`config.mk`:
```
export PLATFORM = sky130hd
export DESIGN_NAME = hpf_front
export DESIGN_NICKNAME = d
export VERILOG_FILES = /design/src/hdl/hpf_pkg.sv /design/src/hdl/hpf_front.sv /design/src/hdl/hpf_sync.sv
export VERILOG_INCLUDE_DIRS = /design/src /design/src/hdl
export SDC_FILE = /design/constraint.sdc
export NUM_CORES = 1
export LEC_CHECK = 0
export BUFFER_PORTS_ARGS = -buffer_cell sky130_fd_sc_hd__buf_4
export CAP_MARGIN = 20
export CORE_MARGIN = 4
export CORE_UTILIZATION = 63
export CTS_BUF_LIST = sky130_fd_sc_hd__clkbuf_2 sky130_fd_sc_hd__clkbuf_4 sky130_fd_sc_hd__clkbuf_8
export DETAILED_ROUTE_END_ITERATION = 16
export PLACE_DENSITY_LB_ADDON = 0.15
export REMOVE_ABC_BUFFERS = 1
export SLEW_MARGIN = 10
export SYNTH_ARGS = -nofsm -noshare
export SYNTH_HDL_FRONTEND = slang
export SYNTH_SLANG_ARGS = --single-unit
```
`constraint.sdc`:
```
create_clock -name clk -period 4.9 [get_ports clk]
set_clock_uncertainty 0.15 [all_clocks]
set_input_delay 0.98 -clock clk [delete_from_list [all_inputs] [get_ports clk]]
set_output_delay 0.98 -clock clk [all_outputs]
set_load 0.01 [all_outputs]
```
`src/hdl/hpf_consts.svh`:
```
// Purpose: Constants for the host port cycle front end
// Assumes: 32-bit word transfers on the host data bus
// Notes:   Bit positions of the control register image
`ifndef HPF_CONSTS_SVH
`define HPF_CONSTS_SVH
// Control register fields
`define HPF_CTL_HALF_BIT      0
`define HPF_CTL_DUAL_BIT      3
`define HPF_CTL_ARWSEL_BIT    4
`define HPF_CTL_RST_BIT       7
`define HPF_CTL_HALF_MIRROR   8
// Reset values
`define HPF_ADDR_RESET        32'h0000_0000
`define HPF_DATA_RESET        32'h0000_0000
// Cycle select codes
`define HPF_CS_CTRL           2'h0
`define HPF_CS_DATA_INC       2'h1
`define HPF_CS_ADDR           2'h2
`define HPF_CS_DATA_FIX       2'h3
`endif

```
`src/hdl/hpf_pkg.sv`:
```
// Purpose: Types for the host port cycle front end
// Assumes: Constants come from hpf_consts.svh
// Notes:   One-hot state codes
`default_nettype none
package hpf_pkg;
   // Front end cycle state
   typedef enum logic [3:0] {
      S_IDLE  = 4'h1,   // Waiting for a strobe
      S_FETCH = 4'h2,   // Memory read in flight
      S_HOLD  = 4'h4,   // Waiting for strobe rise
      S_STORE = 4'h8    // Memory write in flight
   } hpf_state_t;
   // Latched cycle control
   typedef struct packed {
      logic [1:0] cyc;   // Cycle select
      logic       rd;    // High for read
   } hpf_ctl_t;
endpackage
`default_nettype wire

```
`src/hdl/hpf_front.sv`:
```
// Purpose: Host port cycle front end: strobe, latch, decode, ready, DMA
// Assumes: 32-bit host words; DMA memory answers with a one-cycle ack
// Notes:   Host pins pass a two-stage synchroniser first
`include "hpf_consts.svh"
`default_nettype none
module hpf_front #(
   parameter int AW = 32
) (
   // Clock and reset
   input  wire logic          clk,
   input  wire logic          reset_n,
   // Host pins
   input  wire logic          chip_select_n,
   input  wire logic          data_strobe_a,
   input  wire logic          data_strobe_b,
   input  wire logic          addr_strobe_n,
   input  wire logic [1:0]    cycle_select,
   input  wire logic          read_write_select,
   input  wire logic [31:0]   host_data_in,
   output var  logic [31:0]   host_data_out,
   output var  logic          host_data_oe_n,
   output var  logic          host_ready,
   // Local CPU control
   input  wire logic          port_reset_bit,
   // Control register image
   output var  logic          halfword_order_bit,
   output var  logic          dual_address_mode_bit,
   output var  logic          address_select_bit,
   // DMA memory path
   output var  logic          mem_req,
   output var  logic          mem_we,
   output var  logic [AW-1:0] mem_addr,
   output var  logic [31:0]   mem_wdata,
   input  wire logic          mem_ack,
   input  wire logic [31:0]   mem_rdata
);
   // ***************************************
   // Synchronised host pins
   // ***************************************
   logic        cs_n_s;        // Chip select, synced
   logic        ds_a_s;        // Strobe A, synced
   logic        ds_b_s;        // Strobe B, synced
   logic        as_n_s;        // Address strobe, synced
   hpf_pkg::hpf_ctl_t pin_ctl_s; // Cycle control, synced
   logic [31:0] data_s;        // Data bus, synced

   hpf_sync #(.W(39), .INIT({4'hf, 35'h0})) hpf_sync_inst (
      .clk     (clk),
      .reset_n (reset_n),
      .d       ({chip_select_n, data_strobe_a, data_strobe_b, addr_strobe_n,
                 cycle_select, read_write_select, host_data_in}),
      .q       ({cs_n_s, ds_a_s, ds_b_s, as_n_s, pin_ctl_s, data_s})
   );

   // ***************************************
   // Strobe derivation and edges
   // ***************************************
   logic strobe_low;                // Internal strobe active
   logic strobe_prev_reg;           // Strobe one cycle back
   logic as_prev_reg;               // Address strobe one cycle back
   wire  cs_low     = ~cs_n_s;      // Port selected
   assign strobe_low = cs_low & (ds_a_s ^ ds_b_s);
   wire  strobe_fall = strobe_low & ~strobe_prev_reg;
   wire  strobe_rise = ~strobe_low & strobe_prev_reg;
   wire  as_fall     = ~as_n_s & as_prev_reg;

   // ***************************************
   // Registers
   // ***************************************
   hpf_pkg::hpf_state_t state_reg, state_next;  // Cycle state
   hpf_pkg::hpf_ctl_t   ctl_reg;                // Latched control
   logic                as_held_reg;            // Control taken by address strobe
   logic [AW-1:0]       rd_addr_reg;            // Read address register
   logic [AW-1:0]       wr_addr_reg;            // Write address register
   logic [31:0]         data_reg;               // Port data register

   // Decode of the latched cycle
   wire is_ctrl  = ctl_reg.cyc == `HPF_CS_CTRL;
   wire is_addr  = ctl_reg.cyc == `HPF_CS_ADDR;
   wire is_inc   = ctl_reg.cyc == `HPF_CS_DATA_INC;
   wire is_data  = ctl_reg.cyc[0];
   wire wr_end   = (state_reg == hpf_pkg::S_HOLD) & strobe_rise & ~ctl_reg.rd;
   // Start one edge after the strobe fall, once ctl_reg holds the new cycle
   wire start    = (state_reg == hpf_pkg::S_IDLE) & strobe_low & strobe_prev_reg & ~port_reset_bit;
   wire fetch_ok = (state_reg == hpf_pkg::S_FETCH) & mem_ack;
   wire store_ok = (state_reg == hpf_pkg::S_STORE) & mem_ack;

   // Address register write targets
   wire sel_rd   = ~dual_address_mode_bit | address_select_bit;
   wire sel_wr   = ~dual_address_mode_bit | ~address_select_bit;

   // Control register image for host reads
   logic [31:0] ctrl_image;
   always_comb begin
      ctrl_image = 32'h0;
      ctrl_image[`HPF_CTL_HALF_BIT]    = halfword_order_bit;
      ctrl_image[`HPF_CTL_DUAL_BIT]    = dual_address_mode_bit;
      ctrl_image[`HPF_CTL_ARWSEL_BIT]  = address_select_bit;
      ctrl_image[`HPF_CTL_RST_BIT]     = port_reset_bit;
      ctrl_image[`HPF_CTL_HALF_MIRROR] = halfword_order_bit;
   end

   // Address register shown to the host
   wire [31:0] addr_image = 32'(sel_rd ? rd_addr_reg : wr_addr_reg);

   // ***************************************
   // Next state
   // ***************************************
   always_comb begin
      state_next = state_reg;
      case (state_reg)
         hpf_pkg::S_IDLE: begin
            if (start) begin
               state_next = (ctl_reg.rd && is_data) ? hpf_pkg::S_FETCH : hpf_pkg::S_HOLD;
            end
         end
         hpf_pkg::S_FETCH: begin
            if (mem_ack) begin
               state_next = hpf_pkg::S_HOLD;
            end
         end
         hpf_pkg::S_HOLD: begin
            if (strobe_rise) begin
               state_next = (~ctl_reg.rd && is_data) ? hpf_pkg::S_STORE : hpf_pkg::S_IDLE;
            end
         end
         hpf_pkg::S_STORE: begin
            if (mem_ack) begin
               state_next = hpf_pkg::S_IDLE;
            end
         end
         default: state_next = hpf_pkg::S_IDLE;
      endcase
   end

   // Busy resources hold the host off
   wire busy       = port_reset_bit | (state_next == hpf_pkg::S_FETCH)
                   | (state_next == hpf_pkg::S_STORE);
   wire ready_next = cs_low & busy;

   // ***************************************
   // State, edges and ready
   // ***************************************
   always_ff @(posedge clk or negedge reset_n) begin
      if (!reset_n) begin
         state_reg       <= hpf_pkg::S_IDLE;
         strobe_prev_reg <= 1'b0;
         as_prev_reg     <= 1'b1;
         host_ready      <= 1'b0;
      end else begin
         state_reg       <= state_next;
         strobe_prev_reg <= strobe_low;
         as_prev_reg     <= as_n_s;
         host_ready      <= ready_next;
      end
   end

   // ***************************************
   // Control latch: address strobe first, else strobe fall
   // ***************************************
   always_ff @(posedge clk or negedge reset_n) begin
      if (!reset_n) begin
         ctl_reg     <= '0;
         as_held_reg <= 1'b0;
      end else begin
         if (as_fall) begin
            ctl_reg     <= pin_ctl_s;
            as_held_reg <= 1'b1;
         end else if (strobe_fall && !as_held_reg) begin
            ctl_reg <= pin_ctl_s;
         end else if (strobe_rise) begin
            as_held_reg <= 1'b0;
         end
      end
   end

   // ***************************************
   // Control and address registers
   // ***************************************
   always_ff @(posedge clk or negedge reset_n) begin
      if (!reset_n) begin
         halfword_order_bit    <= 1'b0;
         dual_address_mode_bit <= 1'b0;
         address_select_bit    <= 1'b0;
         rd_addr_reg           <= AW'(`HPF_ADDR_RESET);
         wr_addr_reg           <= AW'(`HPF_ADDR_RESET);
      end else begin
         // Host control write
         if (wr_end && is_ctrl) begin
            halfword_order_bit    <= data_s[`HPF_CTL_HALF_BIT];
            dual_address_mode_bit <= data_s[`HPF_CTL_DUAL_BIT];
            address_select_bit    <= data_s[`HPF_CTL_ARWSEL_BIT];
         end
         // Host address write, or post-increment after a read or a write
         if (wr_end && is_addr && sel_rd) begin
            rd_addr_reg <= AW'(data_s);
         end else if (fetch_ok && is_inc) begin
            rd_addr_reg <= rd_addr_reg + AW'(1);
         end else if (store_ok && is_inc && !dual_address_mode_bit) begin
            rd_addr_reg <= rd_addr_reg + AW'(1);
         end
         if (wr_end && is_addr && sel_wr) begin
            wr_addr_reg <= AW'(data_s);
         end else if (store_ok && is_inc) begin
            wr_addr_reg <= wr_addr_reg + AW'(1);
         end else if (fetch_ok && is_inc && !dual_address_mode_bit) begin
            wr_addr_reg <= wr_addr_reg + AW'(1);
         end
      end
   end

   // ***************************************
   // Data register, host bus and DMA requests
   // ***************************************
   always_ff @(posedge clk or negedge reset_n) begin
      if (!reset_n) begin
         data_reg       <= `HPF_DATA_RESET;
         host_data_out  <= 32'h0;
         host_data_oe_n <= 1'b1;
         mem_req        <= 1'b0;
         mem_we         <= 1'b0;
         mem_addr       <= AW'(`HPF_ADDR_RESET);
         mem_wdata      <= 32'h0;
      end else begin
         host_data_oe_n <= ~(cs_low & ctl_reg.rd & (state_next == hpf_pkg::S_HOLD));
         if (start && ctl_reg.rd && is_data) begin
            mem_req  <= 1'b1;
            mem_we   <= 1'b0;
            mem_addr <= rd_addr_reg;
         end else if (wr_end && is_data) begin
            data_reg  <= data_s;
            mem_req   <= 1'b1;
            mem_we    <= 1'b1;
            mem_addr  <= wr_addr_reg;
            mem_wdata <= data_s;
         end else if (mem_ack) begin
            mem_req <= 1'b0;
         end
         if (fetch_ok) begin
            data_reg      <= mem_rdata;
            host_data_out <= mem_rdata;
         end else if (start && ctl_reg.rd && is_ctrl) begin
            host_data_out <= ctrl_image;
         end else if (start && ctl_reg.rd && is_addr) begin
            host_data_out <= addr_image;
         end
      end
   end

   // ***************************************
   // Assertions
   // ***************************************
   ready_cs_gate_a: assert property (@(posedge clk) disable iff (!reset_n)
      !cs_low |=> !host_ready) else $error("ready high while deselected");
   reset_stall_a: assert property (@(posedge clk) disable iff (!reset_n)
      (port_reset_bit && cs_low) |=> host_ready) else $error("no stall under port reset");
   deselect_idle_a: assert property (@(posedge clk) disable iff (!reset_n)
      (state_reg == hpf_pkg::S_IDLE && !cs_low) |=> state_reg == hpf_pkg::S_IDLE)
      else $error("cycle started while deselected");
   fetch_start_a: assert property (@(posedge clk) disable iff (!reset_n)
      (start && ctl_reg.rd && is_data) |=> mem_req && !mem_we && mem_addr == $past(rd_addr_reg))
      else $error("read fetch wrong");
   read_ready_a: assert property (@(posedge clk) disable iff (!reset_n)
      (fetch_ok && cs_low && !port_reset_bit) |=> !host_ready && host_data_out == $past(mem_rdata))
      else $error("read data not presented");
   write_capture_a: assert property (@(posedge clk) disable iff (!reset_n)
      (wr_end && is_data) |=> data_reg == $past(data_s)) else $error("write data not captured");
   store_addr_a: assert property (@(posedge clk) disable iff (!reset_n)
      (wr_end && is_data) |=> mem_req && mem_we && mem_addr == $past(wr_addr_reg))
      else $error("store request wrong");
   wr_autoinc_a: assert property (@(posedge clk) disable iff (!reset_n)
      (store_ok && is_inc) |=> wr_addr_reg == $past(wr_addr_reg) + AW'(1))
      else $error("write address not incremented");
   fixed_addr_a: assert property (@(posedge clk) disable iff (!reset_n)
      (state_reg != hpf_pkg::S_HOLD && ctl_reg.cyc == `HPF_CS_DATA_FIX) |=> $stable(rd_addr_reg))
      else $error("address moved on fixed cycle");
   single_addr_a: assert property (@(posedge clk) disable iff (!reset_n)
      (wr_end && is_addr && !dual_address_mode_bit) |=> rd_addr_reg == wr_addr_reg)
      else $error("single mode addresses differ");
   ctrl_write_a: assert property (@(posedge clk) disable iff (!reset_n)
      (wr_end && is_ctrl) |=> dual_address_mode_bit == $past(data_s[`HPF_CTL_DUAL_BIT]))
      else $error("control write lost");
   as_latch_a: assert property (@(posedge clk) disable iff (!reset_n)
      as_fall |=> ctl_reg == $past(pin_ctl_s)) else $error("address strobe latch missed");

   read_cycle_c:  cover property (@(posedge clk) disable iff (!reset_n) fetch_ok ##[1:50] strobe_rise);
   write_cycle_c: cover property (@(posedge clk) disable iff (!reset_n) store_ok);
   ctrl_write_c:  cover property (@(posedge clk) disable iff (!reset_n) wr_end && is_ctrl);
   as_cycle_c:    cover property (@(posedge clk) disable iff (!reset_n) as_fall ##[1:20] strobe_fall);
endmodule // hpf_front
`default_nettype wire

```
`src/hdl/hpf_sync.sv`:
```
// Purpose: Two flip-flop synchroniser for host pins
// Assumes: Inputs are asynchronous to clk
// Notes:   Only the second stage is visible
`default_nettype none
module hpf_sync #(
   parameter int W    = 1,
   parameter logic [W-1:0] INIT = '0
) (
   // Clock and reset
   input  wire logic         clk,
   input  wire logic         reset_n,
   // Data
   input  wire logic [W-1:0] d,
   output var  logic [W-1:0] q
);
   logic [W-1:0] meta_reg;   // First stage, read only by q

   // ***************************************
   // Two stage capture
   // ***************************************
   always_ff @(posedge clk or negedge reset_n) begin
      if (!reset_n) begin
         meta_reg <= INIT;
         q        <= INIT;
      end else begin
         meta_reg <= d;
         q        <= meta_reg;
      end
   end
endmodule // hpf_sync
`default_nettype wire

```
* Word-level counts from Yosys, hierarchy flattened *
Index checks and enable logic that the tools add are counted.

storage, ports and cells
  flip-flop bits (word level) = 255
  input bits = 75
  output and inout port bits = 103
  word-level logic and storage cells = 118

cells by class
  add/subtract/negate cells = 2
  equality and inequality tests = 10
  muxes and demuxes = 29
  bitwise gates (word level) = 29
  reduce and logical (&&, ||, !) cells = 28

operators with widths
  cell                     count
  $mux W32                 12
  $add A32 B1 Y32 const B  2
  $mux W4                  5
  $logic_and A1 B1 Y1      16
  $pmux W4 S4              1
  $and A1 B1 Y1            14
  $reduce_bool A3 Y1       4
  $not A1 Y1               10
  $mux W3                  3
  $eq A4 B2 Y1 const B     2
  $eq A4 B3 Y1 const B     2
  $eq A4 B4 Y1 const B     2
  $mux W1                  8
  $reduce_bool A2 Y1       3
  $eq A4 B1 Y1 const B     1
  $or A1 B1 Y1             4
  $reduce_and A2 Y1        2
  $eq A2 B1 Y1 const B     1
  $eq A2 B2 Y1 const B     1
  $logic_not A1 Y1         2
  $logic_not A2 Y1         1
  $ne A2 B2 Y1 const B     1
  $xor A1 B1 Y1            1

* Longest topological paths before layout *
Gate-level depths: netlist of the first run.

  depth in word-level cells = 11
  depth in mapped cells = 9
  depth with buffers taken out = 6

* Cells and area by module *
Synthesis of the first run repeated with hierarchy kept, for this count alone.

second synthesis, totals
  cell total of the unflattened synthesis = 963
  area total of the unflattened synthesis = 10806.6 µm²

by module, submodules not included
  module     instances  cells an instance  area an instance (µm²)  seq. area each (µm²)
  hpf_front  1          885                8844.7                  4433.0
  hpf_sync   1          78                 1961.9                  1961.9

* Worst setup path before layout of the first run *
No wires, ideal clock.

  path type = in2reg
  start = input mem_ack
  end = register wr_addr_reg[31]
  setup time = 0.124 ns
  arrival time = 2.671 ns
  data required time = 4.626 ns
  setup slack = 1.956 ns
  cell stages on the path = 6
  path buffers = 1
  cells stage by stage = or3b_2 > a211o_1 > nand2b_1 > clkbuf_1 > o31a_1 > o31a_1

on the way
  word-level cells in the longest chain between the ends = 4
  elaborated cells between the ends (all ways) = 8
  those cells by class = mux: 2; bitwise: 2; reduce/logical: 4

RTL lines
  item                                                    line                                RTL
  from (decl)                                             hpf_front.sv:34                     input wire logic mem_ack,
  $and A1 B1 Y1, on equally long branches                 hpf_front.sv:86, hpf_front.sv:85
  $logic_and A1 B1 Y1, on equally long branches           hpf_front.sv:204, hpf_front.sv:206
  $mux W32 / $logic_and A1 B1 Y1 (equally long branches)  hpf_front.sv:204, hpf_front.sv:206
  $mux W32 / $reduce_bool A3 Y1 (equally long branches)   -
  to (signal assigned)                                    hpf_front.sv:203                    wr_addr_reg <= AW'(data_s);
  to (signal assigned)                                    hpf_front.sv:205                    wr_addr_reg <= wr_addr_reg + AW'(1);
  to (signal assigned)                                    hpf_front.sv:207                    wr_addr_reg <= wr_addr_reg + AW'(1);
  to (decl)                                               hpf_front.sv:74                     logic [AW-1:0] wr_addr_reg;

Parallel ways exist; a longest one is shown, timed or not.
A chain may end at the register's enable or synchronous reset.

* Worst setup path after layout of the first run *
  start = register wr_addr_reg[6]
  end = register wr_addr_reg[25]

on the way
  word-level cells in the longest chain between the ends = 4

RTL lines
  item                    line                                RTL
  from (signal assigned)  hpf_front.sv:186                    wr_addr_reg <= AW'(`HPF_ADDR_RESET);
  from (signal assigned)  hpf_front.sv:203
  from (signal assigned)  hpf_front.sv:205
  $add A32 B1 Y32 *       hpf_front.sv:205, hpf_front.sv:207
  $mux W32                hpf_front.sv:206                    end else if (fetch_ok && is_inc && !dual_address_mode_bit) begin
  $mux W32 *              hpf_front.sv:204                    end else if (store_ok && is_inc) begin
  $mux W32 *              hpf_front.sv:202                    if (wr_end && is_addr && sel_wr) begin

Every way passes the cells marked *; elsewhere a longest branch is shown, timed or not. The select of a mux whose other input is x is not followed.

==> flow_summary.yaml, run 1 <==
grt:
  grt_use_total_pct: 29.9
  grt_pass1_wl_mm: 47.4
  gr-total-overflow: 0
  grt_antenna_before_repair: 0
  grt_max_degree: 101
  first_global_vias: 8852
clock_tree:
  cts_tree: "yes"
  cts_hold_buf: 0
  post-cts-setup-buffers: 0
  cts_num_sinks: 255
  path_clk_slew_ps: 60
  cts_buffers: 39
  cts_max_path_buffers: 3
  post_cts_resized: 0
  clk_latency_ps: 540
  cts_root_buffer: "clkbuf_8"
  cts_max_level: 2
synth:
  synth_top_cell_by_area: "dfrtp_1"
  synth_edf_count: 0
  synthCells: 1057
  async_reset_ff_share_pct: 100
  yosysSeqAreaShare_pct: 58.1
  ys.warnings.count: 0
  ys.flop_type: "dfrtp_1"
  synth-seq-cells: 255
  syn_avg_cell_area_um2: 10.4
  synthTopCellsByArea: "dfrtp_1, nand2_1, mux2_2, nor2_1, dfstp_2"
  netlist_area_um2: 11000
  yosysUniqueCellTypes: 63
  synth_top_cell_area_share_pct: 55.4
timing:
  slew_violations: 0
  period_minus_slack_ps: 3210
  worst_slew_pin_slew_ps: 1110
  finalSetupViolCount: 0
  finalCritPeriodShare_pct: 65.6
  fmax_ghz: 0.311
  relSlewSlack_pct: 25.5
  rsz0062_at_grt: "false"
  finalHoldViolCount: 0
worst_setup_path:
  crit_fanout: 12
  end_kind: "flop"
  reg2reg_slack_ps: 1690
  critical_path_required_ps: 5190
  slowest_stage: "nor4_1"
  cp-start-kind: "flop"
  critPathKind: "reg -> reg"
  crit_arrival_ps: 3510
  cp.buffers_inverters: 0
  critical-path-max-stage-delay_ps: 980
  r2r_cells: 5
  crit_family: "simple AND/OR/NAND/NOR gates"
  path_cells: "nand4_1, nor4_1, nand2b_1, or4_1, a31oi_1"
  worstSetupPathDepth: 5
floorplan:
  coreArea_um2: 17200
  die_width_um: 140
  initial_core_util_pct: 63.9
  die_area_um2: 19700
  fp-row-count: 48
  die_h_um: 140
  io_pins: 178
power_and_ir_drop:
  comb_power_share_pct: 9.7
  clkPwrFrac_pct: 38.3
  leakagePower_nw: 6.14
  ir_worst_vdd_mv: 0.275
  total_power_mw: 4.52
  pwr_density_cell_nw_per_um2: 340
  seqPwrFrac_pct: 52.0
  p_sw_mw: 1.09
  internal-power_mw: 3.43
  sw_frac_of_total_pct: 24.1
final_layout:
  syn2layout_area_growth_pct: 20.8
  fin_util_pct: 77.2
  final_area_um2: 13300
  diodes: 0
  fin_nets: 1295
  fill_cells: 1188
  layout-drive-gt1-share_pct: 26.0
placed_design:
  place.gp.congestion: 0.910
  dp_hpwl_mm: 19.4
  portBuffers: 177
  placed_cell_area_um2: 12500
drt:
  first_pass_iters: 5
  final_antenna_net_count: 0
  drt_iter0_drc: 1021
  drc_errors: 0
  vias: 9212
  viasPerCell: 6.29
  routed_wirelength_mm: 28.9
  wl_per_cell_um: 19.7
hold_path:
  hp-class: "reg -> reg"
  min_path_cells: 0
job:
  maxCapViolations: 0
status:
  outcome: "finished, final reports clean"
synthesized netlist by cell type, types with 22 or more instances:
library cell	instances
dfrtp_1	244
a21oi_1	32
nand2_1	146
xnor2_1	22
nand4_1	23
nand3_1	53
o21ai_0	30
and2_1	28
nor2_1	86
nor4_1	25
clkbuf_1	60
a31oi_1	42
a221o_1	28
mux2_2	38
placed cells by master, fill, tap and decap left out, types with 4 or more instances in the layout:
cell / n
dfrtp_1: 244
buf_4: 189
nand2_1: 145
nor2_1: 85
nand3_1: 53
clkbuf_8: 48
a31oi_1: 42
mux2_2: 38
a21oi_1: 32
o21ai_0: 30
and2_1: 28
a221o_1: 28
nand4_1: 23
nor4_1: 23
xnor2_1: 22
nor3_1: 20
inv_1: 20
a211oi_1: 12
dfstp_2: 11
clkbuf_4: 11
o22ai_1: 10
and3_1: 9
nand2b_1: 8
and4_1: 8
o211ai_1: 6
o21bai_1: 5
or4_1: 5
a22o_1: 5
a21o_1: 5
a311oi_1: 4
a211o_1: 4
xor2_1: 4
cell type report:
class,count,area [um2],share of cell area (%)
timing repair buffer,195,1530,11.5
sequential,255,6390,48.1
tap,225,282,2.12
inverter,20,75.1,0.564
clock inverter,3,15.0,0.113
clock buffer,59,743,5.59
multi-input combinational,707,4270,32.1
cells by family (layout without fill, tap and decap cells):
logic type,count (synthesis),count (layout),synth area share (%)
AO/OA/AOI/OAI,207,207,13.2
multiplexers,40,40,4.07
XOR/XNOR,26,26,2.07
flip-flops,255,255,58.1
adder cells (fa/ha/maj),2,2,0.227
buffers and inverters,95,277,3.44
AND/OR/NAND/NOR,432,432,18.9
routing by layer:
metal  vias to the layer above  GRT usage (%)  wire [um]
met5                         -              0          0
met4                         0           7.85        542
met1                      4499           44.7      12200
met2                       541           45.1      13000
li1                       4120              -          -
met3                        52           6.73       3120
path summary, 6_finish.rpt:
check                                                       end                           startpoint
setup / recovery                    wr_addr_reg[25]$_DFFE_PN0P_           wr_addr_reg[6]$_DFFE_PN0P_
hold / removal                     hpf_sync_inst.q[2]$_DFF_PN0_  hpf_sync_inst.meta_reg[2]$_DFF_PN0_
setup reg to reg                    wr_addr_reg[25]$_DFFE_PN0P_           wr_addr_reg[6]$_DFFE_PN0P_
hold reg to reg                    hpf_sync_inst.q[2]$_DFF_PN0_  hpf_sync_inst.meta_reg[2]$_DFF_PN0_
max in group asynchronous  hpf_sync_inst.meta_reg[31]$_DFF_PN0_                              reset_n
min in group asynchronous          host_data_out[3]$_DFFE_PN0P_                              reset_n
power groups by stage:
stage	combinational, mW	clock, mW	sequential, mW
3_5_place_dp	0.443	0	2.39
6_report	0.439	1.73	2.35
4_1_cts	0.446	1.75	2.35
2_1_floorplan	0.121	0	2.40
5_1_grt	0.486	1.86	2.37
3_3_place_gp	0.429	0	2.39
metrics by stage:
stage | hold WS (ps) | setup TNS, ps | std cells | setup slack (ps)
2_1_floorplan | 181 | -249750 | 982 | -4830
3_3_place_gp | 181 | 0 | 1397 | 1290
3_5_place_dp | 185 | 0 | 1400 | 1290
4_1_cts | 198 | 0 | 1462 | 1460
5_1_grt | 204 | 0 | 1464 | 1570
6_report | 195 | 0 | 1464 | 1690
Power figures use the tool's default switching activity.
==> run 2, diff against run 1 <==
- CORE_UTILIZATION: 63 -> 59
- clock period: 4.9 -> 3.04 ns (I/O delays scaled with it)
==> run 2 against run 1 <==
Effect of this change: non-clock buffer count up 24; wire length increased by 4.1%; first-iteration DRC count is 4.6% higher; register-to-register slack worse by 1500 ps; via count down 0.40%; maximum frequency up 14%; critical path depth increased by 1; sequential cell count is the same; clock-buffer cell count up 11; cell count up 2.7%; final area grew 2.2%; sequential power up 61%; critical path type unchanged.
==> flow_summary.yaml, run 2 (synthesis gave the netlist of run 1 again) <==
final_layout:
  layout_commonest_cell: "dfrtp_1"
  syn2layout_area_growth_pct: 23.5
  fin_nets: 1322
  diodes: 0
  final_cell_mix: "dfrtp_1, buf_4, nand2_1"
  stdcell_count: 1503
  layout-drive-gt1-share_pct: 27.8
  fin_util_pct: 75.0
  fill_cells: 1284
  final_area_um2: 13600
worst_setup_path:
  path_cells: "xnor2_1, or2_2, inv_1, nor4_2, buf_12, mux2_2"
  critical-path-max-stage-delay_ps: 620
  end_kind: "flop"
  critical_path_required_ps: 3310
  critPathKind: "reg -> reg"
  slowest_stage: "nor4_2"
  crit_fanout: 66
  crit_family: "simple AND/OR/NAND/NOR gates"
  cp.buffers_inverters: 2
  crit_arrival_ps: 3090
  cp-start-kind: "flop"
clock_tree:
  cts_buffers: 42
  post_cts_resized: 0
  clk_latency_ps: 540
  cts_tree: "yes"
  path_clk_slew_ps: 60
  cts_max_level: 2
  cts_root_buffer: "clkbuf_8"
  cts_max_path_buffers: 3
  cts_num_sinks: 255
drt:
  drc_errors: 0
  wl_per_cell_um: 20.0
  routed_wirelength_mm: 30.0
  first_pass_iters: 5
  m1WireLength_mm: 12.8
  drt_iter0_drc: 1068
  topRoutingLayerUsed: "met4"
  final_antenna_net_count: 0
  met2WireLength_mm: 13.8
  wl_met3_mm: 2.82
  viasPerCell: 6.10
  vias: 9175
floorplan:
  io_pins: 178
  die_width_um: 145
  coreArea_um2: 18100
  die_h_um: 145
  initial_core_util_pct: 60.7
  die_area_um2: 20900
  fp-row-count: 49
grt:
  grt_antenna_before_repair: 0
  grt_use_total_pct: 29.4
  grt_max_degree: 78
  gr-total-overflow: 0
  first_global_vias: 8987
  grt_pass1_wl_mm: 48.0
placed_design:
  placed_cell_area_um2: 12700
  portBuffers: 177
  dp_hpwl_mm: 20.5
  dp.cells: 1427
  place.gp.congestion: 0.899
  pre_cts_ws_ps: 309
power_and_ir_drop:
  pwr_density_cell_nw_per_um2: 557
  ir_worst_vdd_mv: 0.498
  leakagePower_nw: 6.30
status:
  outcome: "finished, final reports clean"
timing:
  period_minus_slack_ps: 2820
  fmax_ghz: 0.354
  worst_slew_pin_slew_ps: 948
  setup_ws_ps: 215
  finalSetupViolCount: 0
  finalHoldViolCount: 0
  slew_violations: 0
  finalSetupTns_ps: 0
  relSlewSlack_pct: 36.8
  rsz0062_at_grt: "false"
  finalCritPeriodShare_pct: 92.9
job:
  maxCapViolations: 0
hold_path:
  hp-class: "in -> reg"
-- run 2: cell count changes in the layout (fill, tap and decap cells not counted), sizes merged --
cell,previous run,this run
buf,194,216
clkbuf,59,70
dlygate4sd3,0,3
dlymetal6s2s,1,0
-- run 2: per-layer routing --
layer	track usage, %	up-vias
li1	-	4168
met1	43.0	4436
met2	44.7	516
met3	6.05	55
met4	9.33	0
met5	0	-
-- run 2: power by group --
part	switching, mW	internal (mW)
clock	1.31	1.75
combinational	0.345	0.382
sequential	0.172	3.62
total	1.83	5.75
-- run 2: timing repair --
action / 4_1_cts / 5_1_grt
hold buffers: 3 / 0
buffers inserted: 0 / 0
hold endpoints to repair: 63 / 0
-- run 2: final timing paths --
| path | start | endpoint | slack [ps] | cells past startpoint |
|---|---|---|---|---|
| min in group asynchronous | reset_n | ctl_reg[0]$_DFFE_PN0P_ | 500 | 2 |
| max in group asynchronous | reset_n | host_data_out[11]$_DFFE_PN0P_ | 1490 | 3 |
| min | host_data_in[4] | hpf_sync_inst.meta_reg[4]$_DFF_PN0_ | 20 | 1 |
| min reg2reg | hpf_sync_inst.meta_reg[20]$_DFF_PN0_ | hpf_sync_inst.q[20]$_DFF_PN0_ | 180 | 0 |
| max reg2reg | hpf_sync_inst.q[36]$_DFF_PN1_ | mem_wdata[27]$_DFFE_PN0P_ | 220 | 6 |
| max | hpf_sync_inst.q[36]$_DFF_PN1_ | mem_wdata[27]$_DFFE_PN0P_ | 220 | 6 |
-- run 2: area by class of cell --
| type | instances | area (um2) | share of cell area, % |
|---|---|---|---|
| tap | 229 | 287 | 2.11 |
| clock buffer | 70 | 851 | 6.25 |
| clock inverter | 3 | 15.0 | 0.110 |
| multi-input combinational | 707 | 4260 | 31.3 |
| inverter | 20 | 75.1 | 0.552 |
| sequential | 255 | 6390 | 47.0 |
| timing repair buffer | 219 | 1720 | 12.7 |
-- run 2: stage by stage --
stage / total power, mW / hold WS, ps
after floorplan: 4.07 / 162
after global placement: 4.55 / 181
after detailed placement: 4.57 / 185
after CTS: 7.63 / 0.285
after global routing: 7.88 / 1.62
final: 7.58 / 21.9
-- run 2: worst register-to-register path, stage by stage, from the launching register on --
cell and delay (ps):
dfstp_2 520, xnor2_1 150, or2_2 280, inv_1 140, nor4_2 620, buf_12 400
mux2_2 450
